`config.mk`:
```
export PLATFORM = sky130hd
export DESIGN_NAME = dscd_top
export DESIGN_NICKNAME = d
export VERILOG_FILES = /design/src/dscd_pkg.sv /design/src/dscd_top.sv /design/src/dscd_sync.sv /design/src/dscd_channel.sv
export SDC_FILE = /design/constraint.sdc
export NUM_CORES = 1
export LEC_CHECK = 0
export BUFFER_PORTS_ARGS = -buffer_cell sky130_fd_sc_hd__buf_2
export CORE_ASPECT_RATIO = 1.2
export CORE_UTILIZATION = 40
export CTS_CLUSTER_DIAMETER = 100
export DETAILED_ROUTE_END_ITERATION = 12
export GPL_ROUTABILITY_DRIVEN = 0
export GPL_TIMING_DRIVEN = 0
export PLACE_DENSITY = 0.57
export SKIP_LAST_GASP = 1
export SLEW_MARGIN = 20
export SYNTH_ARGS = -nofsm -noshare
export SYNTH_HDL_FRONTEND = slang
export SYNTH_SLANG_ARGS = --single-unit
```
`constraint.sdc`:
```
create_clock -name core_clk -period 4 [get_ports core_clk]
set_input_delay 0.6 -clock core_clk [delete_from_list [all_inputs] [get_ports core_clk]]
set_output_delay 0.6 -clock core_clk [all_outputs]
set_load 0.01 [all_outputs]
```
`src/dscd_pkg.sv`:
```
/*
  Constants, field layout, command codes and timing for the serial DAC command decoder.
  Assumes a 10 MHz core clock and 32-bit frames shifted most significant bit first.
*/
// Contract
// - Capture each frame in 32-bit shift register
// - Frame: 4 ignored, command, address, code, 8 ignored
// - Execute on 32nd falling serial clock edge
// - Commands 0..3 write, update, update-all, write-update
// - Address 0..7 picks channel, all ones picks eight
// - Early frame select rise clears and discards frame
// - Reference off at reset, command 1000 sets it
// - Outputs zero at reset; command 0111 resets all
// - Load and clear ignored during power-on reset; a clear fall still aborts a frame
// - Command 0100 sets power mode from DB9:DB8
// - Low eight bits pick channels to power mode
// - Reference off only all down; codes kept
// - Power-up takes input code if load low
// - Clear falling edge loads clear code everywhere
// - Command 0101 stores clear select, default zero
// - Clear state ends at next valid frame
// - Clear during frame aborts that write
// - Clear select 00/01/10 codes, 11 no clear
// - Data sampled on serial clock falling edge
// - Load low copies input registers to outputs
package dscd_pkg;
  localparam int CLK_PERIOD_NS = 100;
  localparam int POR_HOLD_NS   = 2000;
  localparam int POR_CYCLES    = (POR_HOLD_NS + CLK_PERIOD_NS - 1) / CLK_PERIOD_NS;
  localparam int POR_CNT_W     = $clog2(POR_CYCLES + 1);

  localparam int FRAME_BITS = 32;
  localparam int BIT_CNT_W  = 6;
  localparam logic [BIT_CNT_W-1:0] LAST_BIT = 6'h1F;
  localparam int NUM_CH     = 16;
  localparam int CH_PER_GRP = 8;
  localparam int NUM_GRP    = 2;
  localparam int DATA_W     = 12;
  localparam int CMD_W      = 4;
  localparam int ADDR_W     = 4;
  localparam int SYNC_W     = 6;

  localparam int CMD_LO   = 24;
  localparam int ADDR_LO  = 20;
  localparam int CODE_LO  = 8;
  localparam int PD_LO    = 8;
  localparam int CHSEL_LO = 0;
  localparam int REF_BIT  = 0;
  localparam int CLRS_LO  = 0;

  localparam logic [CMD_W-1:0] CMD_WRITE_IN   = 4'h0;
  localparam logic [CMD_W-1:0] CMD_UPDATE     = 4'h1;
  localparam logic [CMD_W-1:0] CMD_WRITE_ALL  = 4'h2;
  localparam logic [CMD_W-1:0] CMD_WRITE_UPD  = 4'h3;
  localparam logic [CMD_W-1:0] CMD_POWER      = 4'h4;
  localparam logic [CMD_W-1:0] CMD_CLEAR_SEL  = 4'h5;
  localparam logic [CMD_W-1:0] CMD_SW_RESET   = 4'h7;
  localparam logic [CMD_W-1:0] CMD_REF_SETUP  = 4'h8;
  localparam logic [ADDR_W-1:0] ADDR_ALL      = 4'hF;

  localparam logic [1:0] PD_NORMAL    = 2'h0;
  localparam logic [1:0] CLR_SEL_ZERO = 2'h0;
  localparam logic [1:0] CLR_SEL_MID  = 2'h1;
  localparam logic [1:0] CLR_SEL_FULL = 2'h2;
  localparam logic [1:0] CLR_SEL_NOP  = 2'h3;
  localparam logic [DATA_W-1:0] CLR_CODE_ZERO = 12'h000;
  localparam logic [DATA_W-1:0] CLR_CODE_MID  = 12'h800;
  localparam logic [DATA_W-1:0] CLR_CODE_FULL = 12'hFFF;
  localparam logic [DATA_W-1:0] CODE_RESET    = 12'h000;
  localparam logic              REF_RESET     = 1'b0;
  localparam logic [SYNC_W-1:0] SYNC_IDLE     = 6'h3F;

  typedef enum logic [1:0] {FR_IDLE, FR_SHIFT, FR_WAIT} dscd_frame_e;
endpackage : dscd_pkg

```
`src/dscd_top.sv`:
```
/*
  Serial command decoder for a sixteen-channel DAC in two groups of eight.
  Assumes every pin is asynchronous to core_clk and far slower than it,
  so each serial clock level lasts several core cycles.
*/
`timescale 1ns/10ps
module dscd_top
  import dscd_pkg::*;
(
  input  wire logic                     core_clk,
  input  wire logic                     rst_b,
  input  wire logic                     serialShiftClock,
  input  wire logic                     serialDataIn,
  input  wire logic                     frameSelectLowGroup_b,
  input  wire logic                     frameSelectHighGroup_b,
  input  wire logic                     loadOutputsInput_b,
  input  wire logic                     asyncClearInput_b,
  output logic      [NUM_CH*DATA_W-1:0] dacCodeOut,
  output logic      [NUM_CH*2-1:0]      powerModeOut,
  output logic                          internalReferenceEnable_q,
  output logic                          refPowerOn_q,
  output logic                          clearState_q
);
  logic [SYNC_W-1:0]     pinSync;
  logic                  sclkPrev_q;
  logic                  clrPrev_q;
  dscd_frame_e           frState_q;
  logic [BIT_CNT_W-1:0]  bitCnt_q;
  logic [FRAME_BITS-1:0] shift_q;
  logic [NUM_GRP-1:0]    groupSel_q;
  logic                  execPulse_q;
  logic [1:0]            clearCodeSelect_q;
  logic [POR_CNT_W-1:0]  porCnt_q;
  logic [NUM_CH-1:0]     chanDown;

  dscd_sync #(
    .W    (SYNC_W),
    .IDLE (SYNC_IDLE)
  ) u_sync (
    .core_clk  (core_clk),
    .rst_b     (rst_b),
    .pinIn     ({serialShiftClock, serialDataIn, frameSelectLowGroup_b,
                 frameSelectHighGroup_b, loadOutputsInput_b, asyncClearInput_b}),
    .syncOut_q (pinSync)
  );

  wire sclkS     = pinSync[5];
  wire dinS      = pinSync[4];
  wire selLowS_b = pinSync[3];
  wire selHiS_b  = pinSync[2];
  wire loadS_b   = pinSync[1];
  wire clrS_b    = pinSync[0];

  wire porBusy   = porCnt_q != '0;
  wire anySelLow = !selLowS_b || !selHiS_b;
  wire sclkFall  = sclkPrev_q && !sclkS;
  wire clearFall = clrPrev_q && !clrS_b;
  // Clear and load pins load no codes until the power-on hold expires; a clear fall still aborts a frame
  wire clearSeen = clearFall && !porBusy;
  wire loadLow   = !loadS_b && !porBusy;
  wire lastEdge  = (frState_q == FR_SHIFT) && anySelLow && !clearFall && sclkFall
                   && (bitCnt_q == LAST_BIT);

  // Decoded fields of the completed frame
  wire [CMD_W-1:0]  cmdField  = shift_q[CMD_LO +: CMD_W];
  wire [ADDR_W-1:0] addrField = shift_q[ADDR_LO +: ADDR_W];
  wire [DATA_W-1:0] codeField = shift_q[CODE_LO +: DATA_W];
  wire [1:0]        pdField   = shift_q[PD_LO +: 2];
  wire [1:0]        clrsField = shift_q[CLRS_LO +: 2];

  wire isWriteIn  = cmdField == CMD_WRITE_IN;
  wire isUpdate   = cmdField == CMD_UPDATE;
  wire isWriteAll = cmdField == CMD_WRITE_ALL;
  wire isWriteUpd = cmdField == CMD_WRITE_UPD;
  // Reserved codes match nothing below; they only end the clear state
  wire doPower    = execPulse_q && (cmdField == CMD_POWER);
  wire doClearSel = execPulse_q && (cmdField == CMD_CLEAR_SEL);
  wire doSwReset  = execPulse_q && (cmdField == CMD_SW_RESET);
  wire doRefSetup = execPulse_q && (cmdField == CMD_REF_SETUP);

  wire clearEnable = clearCodeSelect_q != CLR_SEL_NOP;
  wire [DATA_W-1:0] clearCodeVal =
    (clearCodeSelect_q == CLR_SEL_MID)  ? CLR_CODE_MID  :
    (clearCodeSelect_q == CLR_SEL_FULL) ? CLR_CODE_FULL : CLR_CODE_ZERO;
  wire clearLoad = clearSeen && clearEnable;

  wire allDown = &chanDown;

  always_ff @(posedge core_clk)
  begin
    if (!rst_b)
    begin
      sclkPrev_q <= 1'b1;
      clrPrev_q  <= 1'b1;
    end
    else
    begin
      sclkPrev_q <= sclkS;
      clrPrev_q  <= clrS_b;
    end
  end

  // Power-on hold, restarted by the software reset command
  always_ff @(posedge core_clk)
  begin
    if (!rst_b || doSwReset)
      porCnt_q <= POR_CNT_W'(POR_CYCLES);
    else if (porBusy)
      porCnt_q <= porCnt_q - 1'b1;
  end

  // Frame sequencer; both groups share one shift register
  always_ff @(posedge core_clk)
  begin
    if (!rst_b)
    begin
      frState_q   <= FR_IDLE;
      bitCnt_q    <= '0;
      shift_q     <= '0;
      groupSel_q  <= '0;
      execPulse_q <= 1'b0;
    end
    else
    begin
      execPulse_q <= lastEdge;
      case (frState_q)
        FR_IDLE:
        begin
          if (anySelLow)
          begin
            frState_q <= FR_SHIFT;
            bitCnt_q  <= '0;
            shift_q   <= '0;
          end
        end
        FR_SHIFT:
        begin
          if (!anySelLow)
          begin
            frState_q <= FR_IDLE;
            shift_q   <= '0;
            bitCnt_q  <= '0;
          end
          else if (clearFall)
          begin
            frState_q <= FR_WAIT;
            shift_q   <= '0;
            bitCnt_q  <= '0;
          end
          else if (sclkFall)
          begin
            shift_q  <= {shift_q[FRAME_BITS-2:0], dinS};
            bitCnt_q <= bitCnt_q + 1'b1;
            if (bitCnt_q == LAST_BIT)
            begin
              frState_q  <= FR_WAIT;
              groupSel_q <= {!selHiS_b, !selLowS_b};
            end
          end
        end
        FR_WAIT:
        begin
          // Further edges are ignored until the frame select goes high
          if (!anySelLow)
          begin
            frState_q <= FR_IDLE;
            bitCnt_q  <= '0;
          end
        end
        default:
        begin
          frState_q <= FR_IDLE;
        end
      endcase
    end
  end

  always_ff @(posedge core_clk)
  begin
    if (!rst_b || doSwReset)
    begin
      internalReferenceEnable_q <= REF_RESET;
      clearCodeSelect_q         <= CLR_SEL_ZERO;
    end
    else
    begin
      if (doRefSetup)
        internalReferenceEnable_q <= shift_q[REF_BIT];
      if (doClearSel)
        clearCodeSelect_q <= clrsField;
    end
  end

  // Set wins over the exit when both land together
  always_ff @(posedge core_clk)
  begin
    if (!rst_b || doSwReset)
      clearState_q <= 1'b0;
    else if (clearLoad)
      clearState_q <= 1'b1;
    else if (execPulse_q)
      clearState_q <= 1'b0;
  end

  always_ff @(posedge core_clk)
  begin
    if (!rst_b)
      refPowerOn_q <= 1'b0;
    else
      refPowerOn_q <= internalReferenceEnable_q && !allDown;
  end

  for (genvar ch = 0; ch < NUM_CH; ch++)
  begin : g_chan
    localparam int GRP = ch / CH_PER_GRP;
    localparam int IDX = ch % CH_PER_GRP;

    wire grpHit  = execPulse_q && groupSel_q[GRP];
    wire chanHit = grpHit && ((addrField == ADDR_W'(IDX)) || (addrField == ADDR_ALL));
    wire wrIn    = chanHit && (isWriteIn || isWriteAll || isWriteUpd);
    wire upd     = (chanHit && (isUpdate || isWriteUpd)) || (grpHit && isWriteAll);
    wire modeWr  = doPower && groupSel_q[GRP] && shift_q[CHSEL_LO + IDX];

    logic [DATA_W-1:0] dacCode_q_w;
    logic [1:0]        powerMode_q_w;

    dscd_channel u_chan (
      .core_clk    (core_clk),
      .rst_b       (rst_b),
      .swReset     (doSwReset),
      .writeInput  (wrIn),
      .updateDac   (upd),
      .newCode     (codeField),
      .clearLoad   (clearLoad),
      .clearCode   (clearCodeVal),
      .loadLow     (loadLow),
      .modeWrite   (modeWr),
      .modeVal     (pdField),
      .dacCode_q   (dacCode_q_w),
      .powerMode_q (powerMode_q_w)
    );

    assign dacCodeOut[ch*DATA_W +: DATA_W] = dacCode_q_w;
    assign powerModeOut[ch*2 +: 2]          = powerMode_q_w;
    assign chanDown[ch]                     = powerMode_q_w != PD_NORMAL;
  end

  a_exec_at_last : assert property (@(posedge core_clk) disable iff (!rst_b)
    (frState_q == FR_SHIFT) && anySelLow && !clearFall && sclkFall
    && (bitCnt_q == LAST_BIT) |=> execPulse_q ##1 !execPulse_q)
    else $error("Frame not executed on its last falling edge");

  a_exec_needs_count : assert property (@(posedge core_clk) disable iff (!rst_b)
    execPulse_q |-> $past(bitCnt_q) == LAST_BIT && frState_q == FR_WAIT)
    else $error("Execution without a full frame");

  a_early_abort : assert property (@(posedge core_clk) disable iff (!rst_b)
    (frState_q == FR_SHIFT) && !anySelLow |=> frState_q == FR_IDLE && shift_q == '0
    ##1 !execPulse_q)
    else $error("Short frame was not discarded");

  a_clear_abort : assert property (@(posedge core_clk) disable iff (!rst_b)
    (frState_q == FR_SHIFT) && anySelLow && clearFall |=> frState_q == FR_WAIT
    ##1 !execPulse_q)
    else $error("Write not aborted by clear");

  a_ref_setup : assert property (@(posedge core_clk) disable iff (!rst_b)
    doRefSetup |=> internalReferenceEnable_q == $past(shift_q[REF_BIT]))
    else $error("Reference register not written");

  a_soft_reset : assert property (@(posedge core_clk) disable iff (!rst_b)
    doSwReset |=> !internalReferenceEnable_q && clearCodeSelect_q == CLR_SEL_ZERO
    && porBusy && dacCodeOut == '0 && !clearState_q)
    else $error("Software reset incomplete");

  a_por_ignore : assert property (@(posedge core_clk) disable iff (!rst_b)
    porBusy && !clearState_q |=> !clearState_q)
    else $error("Clear acted during power-on hold");

  a_clear_exit : assert property (@(posedge core_clk) disable iff (!rst_b)
    execPulse_q && !clearLoad |=> !clearState_q)
    else $error("Clear state kept after valid frame");

  a_clear_full : assert property (@(posedge core_clk) disable iff (!rst_b)
    clearLoad && clearCodeSelect_q == CLR_SEL_FULL && !doSwReset
    |=> dacCodeOut[DATA_W-1:0] == CLR_CODE_FULL && clearState_q)
    else $error("Clear code not loaded");

  a_ref_all_down : assert property (@(posedge core_clk) disable iff (!rst_b)
    allDown |=> !refPowerOn_q)
    else $error("Reference on with every channel down");
endmodule : dscd_top

```
`src/dscd_sync.sv`:
```
/*
  Two-flop synchroniser for a bundle of unrelated pin levels.
  Assumes each bit is an independent slow level; no bus coherence is given.
*/
`timescale 1ns/10ps
module dscd_sync #(
  parameter int                W    = 1,
  parameter logic [W-1:0]      IDLE = '0
) (
  input  wire logic         core_clk,
  input  wire logic         rst_b,
  input  wire logic [W-1:0] pinIn,
  output logic      [W-1:0] syncOut_q
);
  logic [W-1:0] meta_q;

  always_ff @(posedge core_clk)
  begin
    if (!rst_b)
    begin
      meta_q    <= IDLE;
      syncOut_q <= IDLE;
    end
    else
    begin
      meta_q    <= pinIn;
      syncOut_q <= meta_q;
    end
  end
endmodule : dscd_sync

```
`src/dscd_channel.sv`:
```
/*
  One DAC channel: input register, DAC register and power mode.
  Assumes the decoder issues one-cycle strobes; clear outranks code writes, software reset outranks clear.
*/
`timescale 1ns/10ps
module dscd_channel
  import dscd_pkg::*;
(
  input  wire logic              core_clk,
  input  wire logic              rst_b,
  input  wire logic              swReset,
  input  wire logic              writeInput,
  input  wire logic              updateDac,
  input  wire logic [DATA_W-1:0] newCode,
  input  wire logic              clearLoad,
  input  wire logic [DATA_W-1:0] clearCode,
  input  wire logic              loadLow,
  input  wire logic              modeWrite,
  input  wire logic [1:0]        modeVal,
  output logic      [DATA_W-1:0] dacCode_q,
  output logic      [1:0]        powerMode_q
);
  logic [DATA_W-1:0] inputCode_q;

  wire poweredDown  = powerMode_q != PD_NORMAL;
  wire wakeUp       = modeWrite && (modeVal == PD_NORMAL) && poweredDown;
  wire writeThrough = !poweredDown && updateDac && writeInput;
  // Held codes stay put while powered down
  wire copyInput    = !poweredDown && (loadLow || (updateDac && !writeInput));

  always_ff @(posedge core_clk)
  begin
    if (!rst_b || swReset)
    begin
      inputCode_q <= CODE_RESET;
      dacCode_q   <= CODE_RESET;
    end
    else if (clearLoad)
    begin
      inputCode_q <= clearCode;
      dacCode_q   <= clearCode;
    end
    else
    begin
      if (writeInput)
        inputCode_q <= newCode;
      if (wakeUp && loadLow)
        dacCode_q <= inputCode_q;
      else if (writeThrough)
        dacCode_q <= newCode;
      else if (copyInput)
        dacCode_q <= inputCode_q;
    end
  end

  always_ff @(posedge core_clk)
  begin
    if (!rst_b || swReset)
      powerMode_q <= PD_NORMAL;
    else if (modeWrite)
      powerMode_q <= modeVal;
  end

  a_hold_while_down : assert property (@(posedge core_clk) disable iff (!rst_b)
    poweredDown && !clearLoad && !swReset && !wakeUp |=> $stable(dacCode_q))
    else $error("DAC code changed while powered down");
endmodule : dscd_channel

```
* Yosys cells after proc, flatten, opt, wreduce, memory -nomap -nowiden
Cells that the tools add are included.
W data, S select, Z words.
** Storage, ports and cells
- Register bits after elaboration :: 479
- Bits of input ports :: 8
- Output and inout port bits :: 227
** Operators by class
- Add/sub/neg operators :: 2
- Equality and inequality tests :: 25
- Muxes and demuxes :: 118
- Bitwise operators :: 1
- Reductions and logical operators :: 343
** Operator list (number)
- $mux W12 :: 98
- $logic_and A1 B1 Y1 :: 196
- $mux W28 :: 4
- $reduce_bool A2 Y1 :: 34
- $reduce_bool A4 Y1 :: 16
- $pmux W28 S2 :: 1
- $logic_or A1 B1 Y1 :: 45
- $logic_not A1 Y1 :: 41
- $mux W6 :: 5
- $eq A4 B3 Y1 const B :: 7
- $pmux W6 S3 :: 1
- $eq A4 B2 Y1 const B :: 4
- $reduce_and A16 Y1 :: 1
- $mux W2 :: 6
- $eq A4 B1 Y1 const B :: 2
- $eq A4 B4 Y1 const B :: 2
- $logic_not A4 Y1 :: 2
- $reduce_and A4 Y1 :: 2
- $add A6 B1 Y6 const B :: 1
- $eq A6 B5 Y1 const B :: 1
- $ne A2 B2 Y1 const B :: 3
- $pmux W2 S3 :: 1
- $reduce_and A5 Y1 :: 1
- $reduce_bool A5 Y1 :: 1
- 10 further kinds :: 14

* Longest topological paths before layout
- Depth after elaboration :: 12
- Depth in mapped cells :: 12

* Modules after synthesis
From an unflattened synthesis, not the netlist that was laid out.
** Second synthesis, totals
- Cell total of the unflattened synthesis :: 2272
- Area total of the unflattened synthesis :: 22724.3 um^2
** By module, submodules not included
- dscd_channel :: instances 16, cells each 118, area each 1217.4 um^2, sequential area each 520.5 um^2
- dscd_top :: instances 1, cells each 359, area each 2906.5 um^2, sequential area each 1021.0 um^2
- dscd_sync :: instances 1, cells each 25, area each 339.1 um^2, sequential area each 240.2 um^2

* Worst setup path before layout
Ideal clock, no wire load.
- Path kind :: register to register
- Start point :: reg shift_q[27]
- End point :: reg g_chan[11].u_chan.dacCode_q[0]
- Setup time :: 0.122 ns
- Arrival :: 2.285 ns
- Setup slack :: 1.593 ns
- Stages on the path, launching flop included :: 9
- Clock period less this slack :: 2.407 ns
- Path through :: dfxtp_1 clkbuf_1 and4bb_2 buf_2 nand2_1 nor4_1 buf_4 mux2_2 a221o_1
** On the way
- Word-level cells in the longest chain between the ends :: 9
** Ends and longest elaborated chain
- start: declaration :: RTL line dscd_top.sv:29 : logic [FRAME_BITS-1:0] shift_q;
- start signal: assignment :: RTL line dscd_top.sv:152 : shift_q <= {shift_q[FRAME_BITS-2:0], dinS};
- $eq A4 B1 Y1, or another cell as far along :: RTL line dscd_top.sv:72 : wire isUpdate = cmdField == CMD_UPDATE;
- $logic_or A1 B1 Y1, or another cell as far along :: RTL line dscd_top.sv:221 : wire upd = (chanHit && (isUpdate || isWriteUpd)) || (grpHit && isWriteAll);
- $logic_and A1 B1 Y1, or another cell as far along :: RTL line dscd_top.sv:221
- $logic_or A1 B1 Y1, or another cell as far along :: RTL line dscd_top.sv:221
- $logic_and A1 B1 Y1, or another cell as far along :: RTL line dscd_channel.sv:27 : wire writeThrough = !poweredDown && updateDac && writeInput;
- $logic_and A1 B1 Y1, on equally long branches :: RTL line dscd_channel.sv:27, dscd_channel.sv:26, dscd_channel.sv:29
- $mux W12, or another cell as far along :: RTL line dscd_channel.sv:49 : else if (writeThrough)
- $mux W12 or $logic_and A1 B1 Y1 (tied branches) :: RTL line dscd_channel.sv:47, dscd_channel.sv:29
- $mux W12 or $reduce_bool A4 Y1 (tied branches)
- end signal: assignment :: RTL line dscd_channel.sv:41 : dacCode_q <= clearCode;
- end signal: assignment :: RTL line dscd_channel.sv:48 : dacCode_q <= inputCode_q;
- end signal: assignment :: RTL line dscd_channel.sv:50 : dacCode_q <= newCode;
- end: declaration :: RTL line dscd_channel.sv:20 : output logic [DATA_W-1:0] dacCode_q,
Several ways; a longest one is shown, not always the timed one.
A chain may end at the register's enable or synchronous reset.

* Final worst setup path
- Start point :: reg porCnt_q[0]
- End point :: reg g_chan[13].u_chan.inputCode_q[6]
** On the way
- Word-level cells in the longest chain between the ends :: 5
** Ends and longest elaborated chain
- start: declaration :: RTL line dscd_top.sv:33 : logic [POR_CNT_W-1:0] porCnt_q;
- start signal: assignment :: RTL line dscd_top.sv:107 : porCnt_q <= POR_CNT_W'(POR_CYCLES);
- start signal: assignment :: RTL line dscd_top.sv:109 : porCnt_q <= porCnt_q - 1'b1;
- $reduce_bool A5 Y1 * :: RTL line dscd_top.sv:54 : wire porBusy = porCnt_q != '0;
- $logic_not A1 Y1 * :: RTL line dscd_top.sv:59 : wire clearSeen = clearFall && !porBusy;
- $logic_and A1 B1 Y1 * :: RTL line dscd_top.sv:59
- $logic_and A1 B1 Y1 * :: RTL line dscd_top.sv:85 : wire clearLoad = clearSeen && clearEnable;
- $mux W12 or $reduce_bool A2 Y1 (tied branches)
- end signal: assignment :: RTL line dscd_channel.sv:40 : inputCode_q <= clearCode;
- end signal: assignment :: RTL line dscd_channel.sv:46 : inputCode_q <= newCode;
- end: declaration :: RTL line dscd_channel.sv:23 : logic [DATA_W-1:0] inputCode_q;
Every way passes the cells marked *; elsewhere a longest branch is shown, timed or not.

==> results.md <==
- Status: complete, but fails checks
- Failing checks: negative setup slack
- Hold_ws: 0.189 ns
- Die area: ~54000 µm²
- Antenna Nets Post-Route: 0
- N_diodes: 0
- Max IR drop VDD: 287 µV
- Area leader, netlist: dfxtp_1
- Top cell type's share of synthesized area: 45.6%
- DRC: 0
- Hold path depth: 2
- Worst path arrival time: about 4.5 ns
- Starting Density: around two fifths
- Die height: 253 µm
- Avg Cell Area, Syn: approximately 9 µm²
- Pin count of the biggest net entering global routing: 15
- Grt total ovfl: 0
- CP Class: register to register
- Setup crit end kind: register
- Rel. slew slack: 19.9%
- Comb power frac: 3.0%
- Share of synthesized registers carrying an async set or reset: 0%
- Reg2Reg Depth: 8
- Iter 0 DRT Violations: about 1900
- Total GRT Usage: 30.0%
- Root buf cell: clkbuf_16
- Top_reg_cell synth: dfxtp_1
- Mapped Nets: between 2000 and 2500
- Global-route wire length before repair: 119000 µm
- CTS clk-pin slew, worst paths: around 0.06 ns
- CTS Sinks: between 400 and 500
- Hold Buf Count CTS: 0
- Critical Path Source Type: register
- CTS tree: yes
- R2R Path End: g_chan[13].u_chan.inputCode_q[6]
- Crit share post-route: 102%
- Clock Path Buffers: 3
- Std cell rows: 91
- Clock skew: 0.0336 ns
- Initial antenna violation count: 0
- Post-synth EDFFs: 0
- Largest cells by area after synthesis: dfxtp_1 (46%), mux2i_1 (8.3%), a211oi_1 (6.5%)
- I/O pin count: 235
- WL per Instance: 24.4 µm
- Area growth syn-to-layout: 18.0%
- Core ar.: about 52000 µm²
- Reg2Reg Setup Slack: -0.09 ns
- WL final: 82000 µm
- Mapped cell area: 21000 µm²
- DIE WIDTH: 211 µm
- Hold Crit Class: input pin to register
- P_int: ~7700 µW
- Clock Power Share: 48.8%
- Leak: 0.00969 µW
- Non-filler cells, final: between 3000 and 4000
- Final Hold Vio Count: 0
- RR Startpoint: porCnt_q[0]
- Final HPWL DP: between 60000 and 70000 µm
- Syn Inst Count: 2341
- Vias in the first global route: approximately 19000
- Hold endpoint: u_sync.meta_q[4]
- Final Max Tran Viols: 0
- Distinct cells, synth: 72
- HP Start: serialDataIn
- Setup WS post-layout: -0.0856 ns
- RSZ-0062 raised after global routing: true
- Switch share: 22.5%
- Worst-path fanout max: 10
- TritonCTS Buffers: 49
- Cells after DPL: ~3300
- Clock period minus worst slack: around 4.1 ns
- Max-Cap Viols: 0
- Sequential share of power: between 40 and 50%
- Worst-Margin Slew: 1.20 ns
- TritonRoute pass-1 iters: 6
- PwrDens: 402 nW/µm²
- Post-layout nets: 2639
- Layout cells sized above 1: 17.9%
- Sw Pwr: 2250 µW
- Seq/Total Area, Yosys: between 40% and 50%
- Setup tns final: -2.01 ns
- Critical Path RT: 4.45 ns
- Setup Viol. Count Final: 35
- Synth warn: 0
- Via density: 5.92
- PortBufs: 234
- Worst-skew pair later-pin latency: 0.62 ns
- CTS H-tree depth: 2
- Via count: about 20000
- Register bit total from synthesis: 479
- F_max: 0.245 GHz
logic make-up (layout without fill, tap and decap cells):
family,count (synthesis),count (layout),synth area share [%]
AND/OR/NAND/NOR,746,746,16.5
adder cells (fa/ha/maj),5,5,0.297
buffers and inverters,253,578,5.00
flip-flops,479,479,45.6
multiplexers,247,247,12.2
XOR/XNOR,11,11,0.458
AO/OA/AOI/OAI,600,600,20.0
power by group through the flow:
| stage | Combinational, µW | Clock [µW] | Sequential, µW |
|---|---|---|---|
| after floorplan | 183 | 0 | 4920 |
| after global placement | 285 | 0 | 4920 |
| after detailed placement | 291 | 0 | 4920 |
| after CTS | 293 | 4930 | 4820 |
| after global routing | 320 | 5150 | 4820 |
| final | 300 | 4880 | 4820 |
worst max path at each step:
stage / startpoint / endpoint / slack, ns / depth (start not counted)
final: porCnt_q[0] / g_chan[13].u_chan.inputCode_q[6] / -0.09 / 8
after global routing: porCnt_q[0] / g_chan[10].u_chan.inputCode_q[2] / -0.18 / 8
after CTS: porCnt_q[0] / g_chan[10].u_chan.inputCode_q[3] / 0.05 / 8
after detailed placement: clearCodeSelect_q[0] / g_chan[14].u_chan.inputCode_q[8] / -0.33 / 7
after global placement: clearCodeSelect_q[0] / g_chan[5].u_chan.inputCode_q[8] / -0.27 / 7
after floorplan: shift_q[27] / g_chan[11].u_chan.dacCode_q[0] / 1.59 / 8
Yosys cell counts (all sizes together) (4+ instances only):
cell type  instances
a21boi            29
a21oi             55
nand4             48
o211ai            27
mux2i            175
a31oi             18
or2               11
nand2            188
and3b              4
clkbuf           185
nand2b            22
nor3              22
a221o             11
a211oi           181
buf               60
o2111ai           10
xor2               6
a311oi             4
xnor2              5
mux2              72
inv                8
o21ai            141
nor4               8
and3              12
ha                 5
o31ai              4
o21a               5
o311ai            60
o221a             11
and2              10
dfxtp            479
nand3b             6
nand3            140
a22o              12
nor2             252
final cells by class:
class | count | area (µm²)
fillers | 5089 | 26900
clock buffers | 71 | 1430
well taps | 697 | 872
plain buffers | 245 | 1030
inverters | 8 | 30.0
repair buffers | 234 | 1170
clock inverters | 20 | 280
multi-input cells | 1609 | 10400
flip-flops and latches | 479 | 9590
layout by cell type (no fill, tap or decap), types with 49 or more instances in the layout:
master,instances
o21ai_0,106
clkbuf_1,193
a211oi_1,179
a21oi_1,51
nand2_1,188
dfxtp_1,479
nor2_1,250
buf_2,268
clkbuf_16,49
o311ai_0,60
nand3_1,140
mux2i_1,175
mux2_2,72
through the flow:
step | instance area [µm²] | utilization, % | setup slack (ns) | total power, µW
2_1_floorplan | 21000 | - | 1.59 | 5100
3_3_place_gp | 23100 | 44.7 | -0.270 | 5210
3_5_place_dp | 23100 | 44.7 | -0.330 | 5210
4_1_cts | 24800 | 48.0 | 0.0463 | 10000
5_1_grt | 24800 | 48.1 | -0.180 | 10300
6_report | 24800 | 48.1 | -0.0856 | 10000
critical path, cell delays in order (launching register included):
cell and delay, ns:
dfxtp_1 0.32, inv_1 0.10, ha_1 0.18, nor4b_1 0.64
nand2_1 0.38, clkbuf_1 0.33, a21oi_1 1.00, clkbuf_1 0.79
a211oi_1 0.17
registers in the layout, summed over array words and instances (netlist names), 2 cells and up:
name / cells
porCnt_q: 5
g_chan.u_chan.dacCode_q: 192
g_chan.u_chan.powerMode_q: 32
groupSel_q: 2
u_sync.syncOut_q: 6
g_chan.u_chan.inputCode_q: 192
bitCnt_q: 6
shift_q: 28
clearCodeSelect_q: 2
u_sync.meta_q: 6
frState_q: 2
routing by layer:
layer  wire length, µm  GRT usage [%]  part of all wire [%]  vias to the layer above
li1                  -              -                     -                     9145
met5                 0              0                     0                        -
met3              7030           6.04                   8.6                      229
met2             36700           46.8                    45                      952
met4              4730           16.4                   5.8                        0
met1             33600           38.6                    41                     9568
what timing repair did:
item	in CTS	in global routing
resized for setup	2	4
setup buffers	0	0
endpoints found under the setup margin	90	70
hold endpoints to repair	0	0
Power figures use the tool's default switching activity.
